### config.mk
export PLATFORM = sky130hd
export DESIGN_NAME = flash_status_poller
export DESIGN_NICKNAME = d
export VERILOG_FILES = /design/src/flash_status_pkg.sv /design/src/flash_status_poller.sv
export VERILOG_INCLUDE_DIRS = /design/src
export SDC_FILE = /design/constraint.sdc
export NUM_CORES = 1
export LEC_CHECK = 0
export BUFFER_PORTS_ARGS = -buffer_cell sky130_fd_sc_hd__buf_4
export CAP_MARGIN = 20
export CORE_MARGIN = 3
export CORE_UTILIZATION = 44
export DETAILED_ROUTE_END_ITERATION = 10
export GPL_ROUTABILITY_DRIVEN = 0
export PLACE_DENSITY = 0.8
export SLEW_MARGIN = 20
export SYNTH_ARGS = -nofsm -noshare
export SYNTH_HDL_FRONTEND = slang
export SYNTH_SLANG_ARGS = --single-unit
### constraint.sdc
create_clock -name mclk_i -period 1.6 [get_ports mclk_i]
set_input_delay 0.08 -clock mclk_i [delete_from_list [all_inputs] [get_ports mclk_i]]
set_output_delay 0.08 -clock mclk_i [all_outputs]
set_load 0.01 [all_outputs]
### src/flash_status_defines.svh
// Constants for the flash write-status polling controller.
`ifndef FLASH_STATUS_DEFINES_SVH
`define FLASH_STATUS_DEFINES_SVH
`define POLL_BIT_POS 7
`define TOGGLE_BIT_POS 6
`define TIMEOUT_BIT_POS 5
`define SECTOR_TOGGLE_POS 2
`define RESET_CMD_DATA 8'hF0
`define STROBE_LOW_NS 80
`define STROBE_HIGH_NS 40
`define CLK_PERIOD_NS 20
`define STROBE_LOW_CYC ((`STROBE_LOW_NS + `CLK_PERIOD_NS - 1) / `CLK_PERIOD_NS)
`define STROBE_HIGH_CYC ((`STROBE_HIGH_NS + `CLK_PERIOD_NS - 1) / `CLK_PERIOD_NS)
`endif

### src/flash_status_pkg.sv
// Types for the flash write-status polling controller.
package flash_status_pkg;
	typedef enum logic [1:0] {
		MODE_POLL_BIT,
		MODE_TOGGLE
	} poll_mode_t;
	typedef enum logic [1:0] {
		RES_NONE,
		RES_DONE,
		RES_FAIL
	} poll_result_t;
	typedef enum logic [3:0] {
		ST_IDLE,
		ST_RD_LOW,
		ST_RD_HIGH,
		ST_EVAL,
		ST_WR_LOW,
		ST_WR_HIGH,
		ST_FINISH
	} poll_state_t;
endpackage

### src/flash_status_poller.sv
// Host-side controller that polls flash write status and recovers from failures.
`timescale 1ns/1ps
`include "flash_status_defines.svh"

// Functional notes
// - Host polls at program or erase-sector address.
// - Full byte valid only after poll true.
// - Host compares two reads; equal means done.
// - Toggling with timeout set: recheck, then fail.
// - Resumed polling restarts from first read pair.
// - Reread poll bit after timeout bit seen.
// - Host sends reset after any timeout failure; abort_i high at the failing recheck ends the job without it.
// - Reset is one write of F0.
module flash_status_poller (
	input wire logic mclk_i,
	input wire logic srst_i,
	input wire logic start_i,
	input wire logic toggle_mode_i,
	input wire logic [18:0] poll_addr_i,
	input wire logic [7:0] expect_data_i,
	input wire logic is_erase_i,
	input wire logic abort_i,
	output logic busy_o,
	output logic done_o,
	output logic fail_o,
	output logic [7:0] final_data_o,
	output logic in_erase_sector_o,
	output logic [18:0] addr_o,
	output logic ce_n_o,
	output logic oe_n_o,
	output logic we_n_o,
	input wire logic [7:0] dq_i,
	output logic [7:0] dq_o,
	output logic dq_oe_o
);
	flash_status_pkg::poll_state_t state_ff, nxt_state;
	flash_status_pkg::poll_mode_t mode_ff;
	logic [3:0] cnt_ff, nxt_cnt;
	logic [7:0] prev_ff;
	logic have_prev_ff;
	logic saw_timeout_ff;
	logic want_data_ff;
	logic erase_ff;
	logic [7:0] exp_ff;
	logic [18:0] addr_ff;
	logic [7:0] final_ff;
	logic done_ff, fail_ff, sect_ff;
	logic [7:0] rd_ff;

	// Bit select helper used for the status byte fields.
	function automatic logic bit_of(input logic [7:0] b, input int pos);
		return b[pos];
	endfunction

	// Status decode of the latest read byte.
	wire poll_true = bit_of(rd_ff, `POLL_BIT_POS) ==
		(erase_ff ? 1'b1 : bit_of(exp_ff, `POLL_BIT_POS));
	wire toggled = bit_of(rd_ff, `TOGGLE_BIT_POS) != bit_of(prev_ff, `TOGGLE_BIT_POS);
	wire timeout_seen = bit_of(rd_ff, `TIMEOUT_BIT_POS);
	wire sect_toggled = bit_of(rd_ff, `SECTOR_TOGGLE_POS) !=
		bit_of(prev_ff, `SECTOR_TOGGLE_POS);
	wire rd_phase = (state_ff == flash_status_pkg::ST_RD_LOW) ||
		(state_ff == flash_status_pkg::ST_RD_HIGH);
	wire wr_phase = (state_ff == flash_status_pkg::ST_WR_LOW) ||
		(state_ff == flash_status_pkg::ST_WR_HIGH);

	// Strobe and bus drive; the reset write lands on any address.
	assign ce_n_o = !(rd_phase || wr_phase);
	assign oe_n_o = (state_ff != flash_status_pkg::ST_RD_LOW);
	assign we_n_o = (state_ff != flash_status_pkg::ST_WR_LOW);
	assign dq_oe_o = wr_phase;
	assign dq_o = `RESET_CMD_DATA;
	assign addr_o = addr_ff;
	assign busy_o = (state_ff != flash_status_pkg::ST_IDLE);
	assign done_o = done_ff;
	assign fail_o = fail_ff;
	assign final_data_o = final_ff;
	assign in_erase_sector_o = sect_ff;

	// Sequencer next state; each read cycle ends with a strobe rise, which
	// is what advances the device's toggle bits.
	always_comb begin
		nxt_state = state_ff;
		nxt_cnt = cnt_ff;
		case (state_ff)
			flash_status_pkg::ST_IDLE: begin
				nxt_cnt = 4'h0;
				if (start_i) begin
					nxt_state = flash_status_pkg::ST_RD_LOW;
				end
			end
			flash_status_pkg::ST_RD_LOW: begin
				nxt_cnt = cnt_ff + 4'h1;
				if (cnt_ff == 4'(`STROBE_LOW_CYC - 1)) begin
					nxt_state = flash_status_pkg::ST_RD_HIGH;
					nxt_cnt = 4'h0;
				end
			end
			flash_status_pkg::ST_RD_HIGH: begin
				nxt_cnt = cnt_ff + 4'h1;
				if (cnt_ff == 4'(`STROBE_HIGH_CYC - 1)) begin
					nxt_state = flash_status_pkg::ST_EVAL;
					nxt_cnt = 4'h0;
				end
			end
			flash_status_pkg::ST_EVAL: begin
				nxt_state = flash_status_pkg::ST_RD_LOW;
				if (abort_i) begin
					nxt_state = flash_status_pkg::ST_FINISH;
				end else if (want_data_ff) begin
					nxt_state = flash_status_pkg::ST_FINISH;
				end else if (mode_ff == flash_status_pkg::MODE_POLL_BIT) begin
					if (!poll_true && saw_timeout_ff) begin
						nxt_state = flash_status_pkg::ST_WR_LOW;
					end
				end else if (have_prev_ff && toggled && saw_timeout_ff) begin
					nxt_state = flash_status_pkg::ST_WR_LOW;
				end
			end
			flash_status_pkg::ST_WR_LOW: begin
				nxt_cnt = cnt_ff + 4'h1;
				if (cnt_ff == 4'(`STROBE_LOW_CYC - 1)) begin
					nxt_state = flash_status_pkg::ST_WR_HIGH;
					nxt_cnt = 4'h0;
				end
			end
			flash_status_pkg::ST_WR_HIGH: begin
				nxt_cnt = cnt_ff + 4'h1;
				if (cnt_ff == 4'(`STROBE_HIGH_CYC - 1)) begin
					nxt_state = flash_status_pkg::ST_FINISH;
					nxt_cnt = 4'h0;
				end
			end
			flash_status_pkg::ST_FINISH: begin
				nxt_state = flash_status_pkg::ST_IDLE;
			end
			default: begin
				nxt_state = flash_status_pkg::ST_IDLE;
			end
		endcase
	end

	// State and strobe timer.
	always_ff @(posedge mclk_i) begin
		if (srst_i) begin
			state_ff <= flash_status_pkg::ST_IDLE;
			cnt_ff <= 4'h0;
		end else begin
			state_ff <= nxt_state;
			cnt_ff <= nxt_cnt;
		end
	end

	// Data capture happens on the same clock edge where the output enable rises.
	always_ff @(posedge mclk_i) begin
		if (srst_i) begin
			rd_ff <= 8'h00;
		end else if (state_ff == flash_status_pkg::ST_RD_LOW &&
			cnt_ff == 4'(`STROBE_LOW_CYC - 1)) begin
			rd_ff <= dq_i;
		end
	end

	// Job setup on start; a new job always restarts the read pair.
	always_ff @(posedge mclk_i) begin
		if (srst_i) begin
			mode_ff <= flash_status_pkg::MODE_POLL_BIT;
			erase_ff <= 1'b0;
			exp_ff <= 8'h00;
			addr_ff <= 19'h0_0000;
		end else if (state_ff == flash_status_pkg::ST_IDLE && start_i) begin
			mode_ff <= toggle_mode_i ? flash_status_pkg::MODE_TOGGLE
				: flash_status_pkg::MODE_POLL_BIT;
			erase_ff <= is_erase_i;
			exp_ff <= expect_data_i;
			addr_ff <= poll_addr_i;
		end
	end

	// Evaluation bookkeeping.  The timeout bit is noted but acted on only
	// after one further status read, since both status bits can move together.
	always_ff @(posedge mclk_i) begin
		if (srst_i || (state_ff == flash_status_pkg::ST_IDLE)) begin
			prev_ff <= 8'h00;
			have_prev_ff <= 1'b0;
			saw_timeout_ff <= 1'b0;
			want_data_ff <= 1'b0;
		end else if (state_ff == flash_status_pkg::ST_EVAL) begin
			prev_ff <= rd_ff;
			have_prev_ff <= 1'b1;
			if (mode_ff == flash_status_pkg::MODE_POLL_BIT) begin
				saw_timeout_ff <= timeout_seen;
				want_data_ff <= poll_true;
			end else if (have_prev_ff) begin
				saw_timeout_ff <= timeout_seen && toggled;
				want_data_ff <= !toggled;
			end
		end
	end

	// Result outputs stay until the next start.
	always_ff @(posedge mclk_i) begin
		if (srst_i) begin
			done_ff <= 1'b0;
			fail_ff <= 1'b0;
			final_ff <= 8'h00;
			sect_ff <= 1'b0;
		end else if (state_ff == flash_status_pkg::ST_IDLE && start_i) begin
			done_ff <= 1'b0;
			fail_ff <= 1'b0;
			sect_ff <= 1'b0;
		end else if (state_ff == flash_status_pkg::ST_EVAL && want_data_ff && !abort_i) begin
			done_ff <= 1'b1;
			final_ff <= rd_ff;
		end else if (state_ff == flash_status_pkg::ST_WR_HIGH &&
			nxt_state == flash_status_pkg::ST_FINISH) begin
			done_ff <= 1'b1;
			fail_ff <= 1'b1;
		end else if (state_ff == flash_status_pkg::ST_EVAL && have_prev_ff && sect_toggled) begin
			sect_ff <= 1'b1;
		end
	end
endmodule

Word-level counts from Yosys, hierarchy flattened --
Index checks and enable logic that the tools add are counted.
Storage, ports and cells: word-level logic and storage cells 86, output and inout bits 43, flip-flop bits (word level) 67
Operators by class: reduce and logical (&&, ||, !) cells 32, $add $sub $neg 1, mux-type cells 22, bitwise gates (word level) 3, equality and inequality tests 13
Operator list (count):
- 4-bit two-way mux | 10
- 4-bit case mux with 6 select lines | 1
- 4-bit by 2-bit equality test with 1-bit output (second input constant) | 3
- 4-bit by 3-bit equality test with 1-bit output (second input constant) | 3
- 4-bit case mux with 3 select lines | 1
- 1-bit logical AND | 11
- 4-bit by 1-bit equality test with 1-bit output (second input constant) | 2
- 1-bit two-way mux | 8
- 3-bit two-way mux | 2
- 2-bit AND reduction | 3
- 2-bit OR reduction | 3
- 4-bit by 1-bit adder with 4-bit output (second input constant) | 1
- 1-bit zero test | 4
- 4-bit zero test | 1
- 1-bit logical OR | 4
- 4-bit by 1-bit != test with 1-bit output (second input constant) | 1
- 4-bit by 3-bit != test with 1-bit output (second input constant) | 1
- 2-bit nonzero test | 2
- 4-bit nonzero test | 1
- 1-bit NOT | 3
- 3-bit AND reduction | 1
- 3-bit nonzero test | 1
- 2-bit zero test | 1
- 1-bit != test | 2
- 1-bit equality test | 1

Logic depth before layout (Yosys ltp) --
depth after elaboration 13, depth in mapped cells 7, mapped depth without buffers 6

Worst setup path after synthesis --
Ideal clock, no wire load.
path type register to register, start register cnt_ff[0], end register state_ff[0], setup slack -179 ps, cell stages (with the launch flop) 6, path buffers 0, period minus slack after synthesis 1779 ps, data arrival time 1702 ps, path through dfxtp_1 > ha_1 > or3b_4 > or3b_1 > a211o_1 > a41oi_2
On the way: cells in the longest elaborated chain, start to end 3
RTL lines:
- from (decl) | RTL line flash_status_poller.sv:38 | logic [3:0] cnt_ff, nxt_cnt;
- from (signal assigned) | RTL line flash_status_poller.sv:150 | cnt_ff <= nxt_cnt;
- 4-bit by 1-bit equality test with 1-bit output / 4-bit by 2-bit equality test with 1-bit output (equally long branches)
- 4-bit two-way mux (on tied branches)
- 4-bit case mux with 6 select lines * | RTL line flash_status_poller.sv:85 | case (state_ff)
- to (signal assigned) | RTL line flash_status_poller.sv:146 | state_ff <= flash_status_pkg::ST_IDLE;
- to (signal assigned) | RTL line flash_status_poller.sv:149 | state_ff <= nxt_state;
- to (decl) | RTL line flash_status_poller.sv:36 | flash_status_pkg::poll_state_t state_ff, nxt_state;
Mark *: on every way between the ends. The rest lies on a longest branch, timed or not. A chain may end at the register's enable or synchronous reset.

Worst setup path in the final report --
start register cnt_ff[1], end register state_ff[0]
The elaborated chain is that of the path after synthesis.

==> results.cfg <==
[logic_synthesis]
yosys_register_bits = 54
syn_inst = 274
synth_top_flop_cell = dfxtp_1
post-synth-top-area-cell = dfxtp_1
ys_warn_count = 0
ys_seq_area_share_pct = 45.91
yosys-top-cells-area = dfxtp_1, nand2_1, mux2i_1
synth_edf_count = 0
synth_top_area_share_pct = 45.91
syn_area_per_cell_um2 = 8.594
synth_common_cells = dfxtp_1, nand2_1, nor2_1
synth-async-reset-ratio_pct = 0
netlist_area_um2 = 2355
ys_types = 42

[hold_path]
hp-class = input port to flip-flop

[floorplanning]
dieArea_um2 = 6266
num_rows = 25
fp.dieH_um = 79.16
ios = 84
fp.dieW_um = 79.16
core_area_um2 = 4942
initial_core_util_pct = 47.65

[placement]
io_buffers = 68
dpl.hpwl_um = 3923
pre_cts_ws_ns = -0.06714
placed_cells = 422

[route]
firstDrtPassIters = 4
postRouteAntennaNets = 0
via_count = 2123
wl_per_cell_um = 12.41
drc = 0
dr.first_iter.drc_count = 101
viasPerCell = 4.937
drt_wl_total_um = 5336

[clocking]
insertion_delay_ns = 0.30
h-tree-depth = 2
cts.sinks = 54
path_clk_slew_ns = 0.09
root_buffer = clkbuf_8
clock_path_buffers = 2
cts_hold_buffers = 0
tritoncts = built
cts_buffers = 5

[cells_and_area]
antenna_cells = 0
seqCellArea_um2 = 1090
drive_gt1_share_pct = 35.26
multiInputGateArea_um2 = 1181
fin_nets = 407
instances_no_fill = 430
n_fill_cell = 414
areaGrowthSynthToFinish_pct = 37.03

[sta]
setup_viol_count_final = 3
fin_hold_ws_ns = 0.005224
maxSlewViolCount = 0
post-route-min-period_ns = 1.653
min_period_over_period_pct = 103.3
grt_setup_unrepaired = yes
fin_ws_ns = -0.05343
finalHoldViolCount = 0
skew_ns = 0.008227
fmax_ghz = 0.6048

[setup_path]
worstPathCellList = ha_4 -> or3b_4 -> or3b_1 -> a211o_1 -> a41oi_2
cp-start-kind = flip-flop
crit_path_top_delay_cell = dfxtp_2
cp.arrival_ns = 1.88
cp-end-kind = flip-flop
worstPathRequired_ns = 1.83
slowest_delay_ns = 0.36
path_max_fanout = 2
critical_path_class = flip-flop to flip-flop

[global_routing]
antenna_found_initial = 0
grt_pass1_wl_um = 8576
grt_util_all_layers_pct = 16.93
gr-total-overflow = 0
grt_pass1_vias = 1948
grt_max_degree = 48

[power_and_ir_drop]
ir_drop_uv = 716.5
p_leak_nw = 1.436
power.density_nw_per_um2 = 744.2

[outcome]
status = finished with violations
violations = setup timing

[job]
maxCapViolCount = 0
==> metrics by stage <==
| stage | cell area (µm²) | total power [mW] | setup TNS, ns | utilization, % |
|---|---|---|---|---|
| 2_1_floorplan | 2399 | 1.568 | -0.08916 | - |
| 3_3_place_gp | 3089 | 1.700 | -0.06141 | 62.51 |
| 3_5_place_dp | 3089 | 1.708 | -0.2285 | 62.51 |
| 4_1_cts | 3201 | 2.425 | -0.1151 | 64.76 |
| 5_1_grt | 3227 | 2.527 | -1.397 | 65.29 |
| 6_report | 3227 | 2.402 | -0.1012 | 65.29 |
==> state kept, by name, summed over array words and instances (netlist names) <==
signal and cells:
mode_ff 1, in_erase_sector_o 1, addr_o 19, saw_timeout_ff 1, want_data_ff 1, have_prev_ff 1, erase_ff 1, state_ff 4
prev_ff 2, exp_ff 1, done_o 1, final_data_o 8, rd_ff 8, fail_o 1, cnt_ff 4
==> layer usage <==
layer	routed length, µm	track usage (%)
met4	84	4.467
met5	0	0
met2	2501	28.28
met3	367	4.422
met1	2383	21.60
==> cell families after synthesis <==
family / after synthesis / share of synthesized area [%]
buffers and inverters: 33 / 7.439
AND/OR/NAND/NOR: 115 / 23.59
other: 2 / 0.3189
AO/OA/AOI/OAI: 45 / 12.11
adder cells (fa/ha/maj): 3 / 1.594
XOR/XNOR: 6 / 2.232
multiplexers: 16 / 6.801
flip-flops: 54 / 45.91
==> path summary, 6_finish.rpt <==
check	slack, ns	cells past startpoint	to	from
worst max-delay path	-0.05	5	state_ff[0]$_SDFF_PP0_	cnt_ff[1]$_SDFFE_PP0P_
worst min-delay path	0.005	3	rd_ff[2]$_SDFFE_PP0P_	dq_i[2]
worst max register to register	-0.05	5	state_ff[0]$_SDFF_PP0_	cnt_ff[1]$_SDFFE_PP0P_
worst min register to register	0.46	2	addr_o[13]$_SDFFE_PP0P_	addr_o[13]$_SDFFE_PP0P_
==> critical path: cells and delay by family, from the launching register on <==
kind	cells	cell delay (ns)
flops	1	0.36
compound gates	2	0.38
simple gates	2	0.71
fa+ha+maj	1	0.13
==> timing repair <==
item                       CTS  global route
pin swaps                    4             1
resized for setup            8             6
setup buffers                1             0
setup endpoints to repair    7            37
hold endpoints to repair     0             0
==> final cells by class <==
cell class                 count  share of cell area, %
multi-input combinational    194                  36.60
inverter                       9                  1.047
clock inverter                 1                 0.1939
tap                           67                  2.598
clock buffer                   6                  2.249
timing repair buffer          99                  23.54
sequential                    54                  33.77
==> placed cells by master, fill, tap and decap left out, drive strengths merged, types with 2 or more instances in the layout <==
master  synthesis  routed
buf            17      99
nand2          54      54
dfxtp          54      54
nor2           28      28
a21oi          27      27
mux2i          16      16
inv             9      10
conb            2       9
nor3            6       6
clkbuf          7       6
nand3           5       5
xnor2           4       4
o21ai           4       4
or3             3       3
a211o           3       3
a31oi           3       3
or3b            3       3
nor3b           3       3
ha              3       3
o21a            2       2
nand3b          2       2
xor2            2       2
nor4b           2       2
==> where the power goes <==
| group | internal (mW) | total, mW | leakage [nW] | switching (mW) |
|---|---|---|---|---|
| combinational | 0.151 | 0.289 | 0.954 | 0.138 |
| sequential | 1.37 | 1.39 | 0.440 | 0.0209 |
| clock | 0.302 | 0.718 | 0.0416 | 0.416 |
Power figures use the tool's default switching activity.
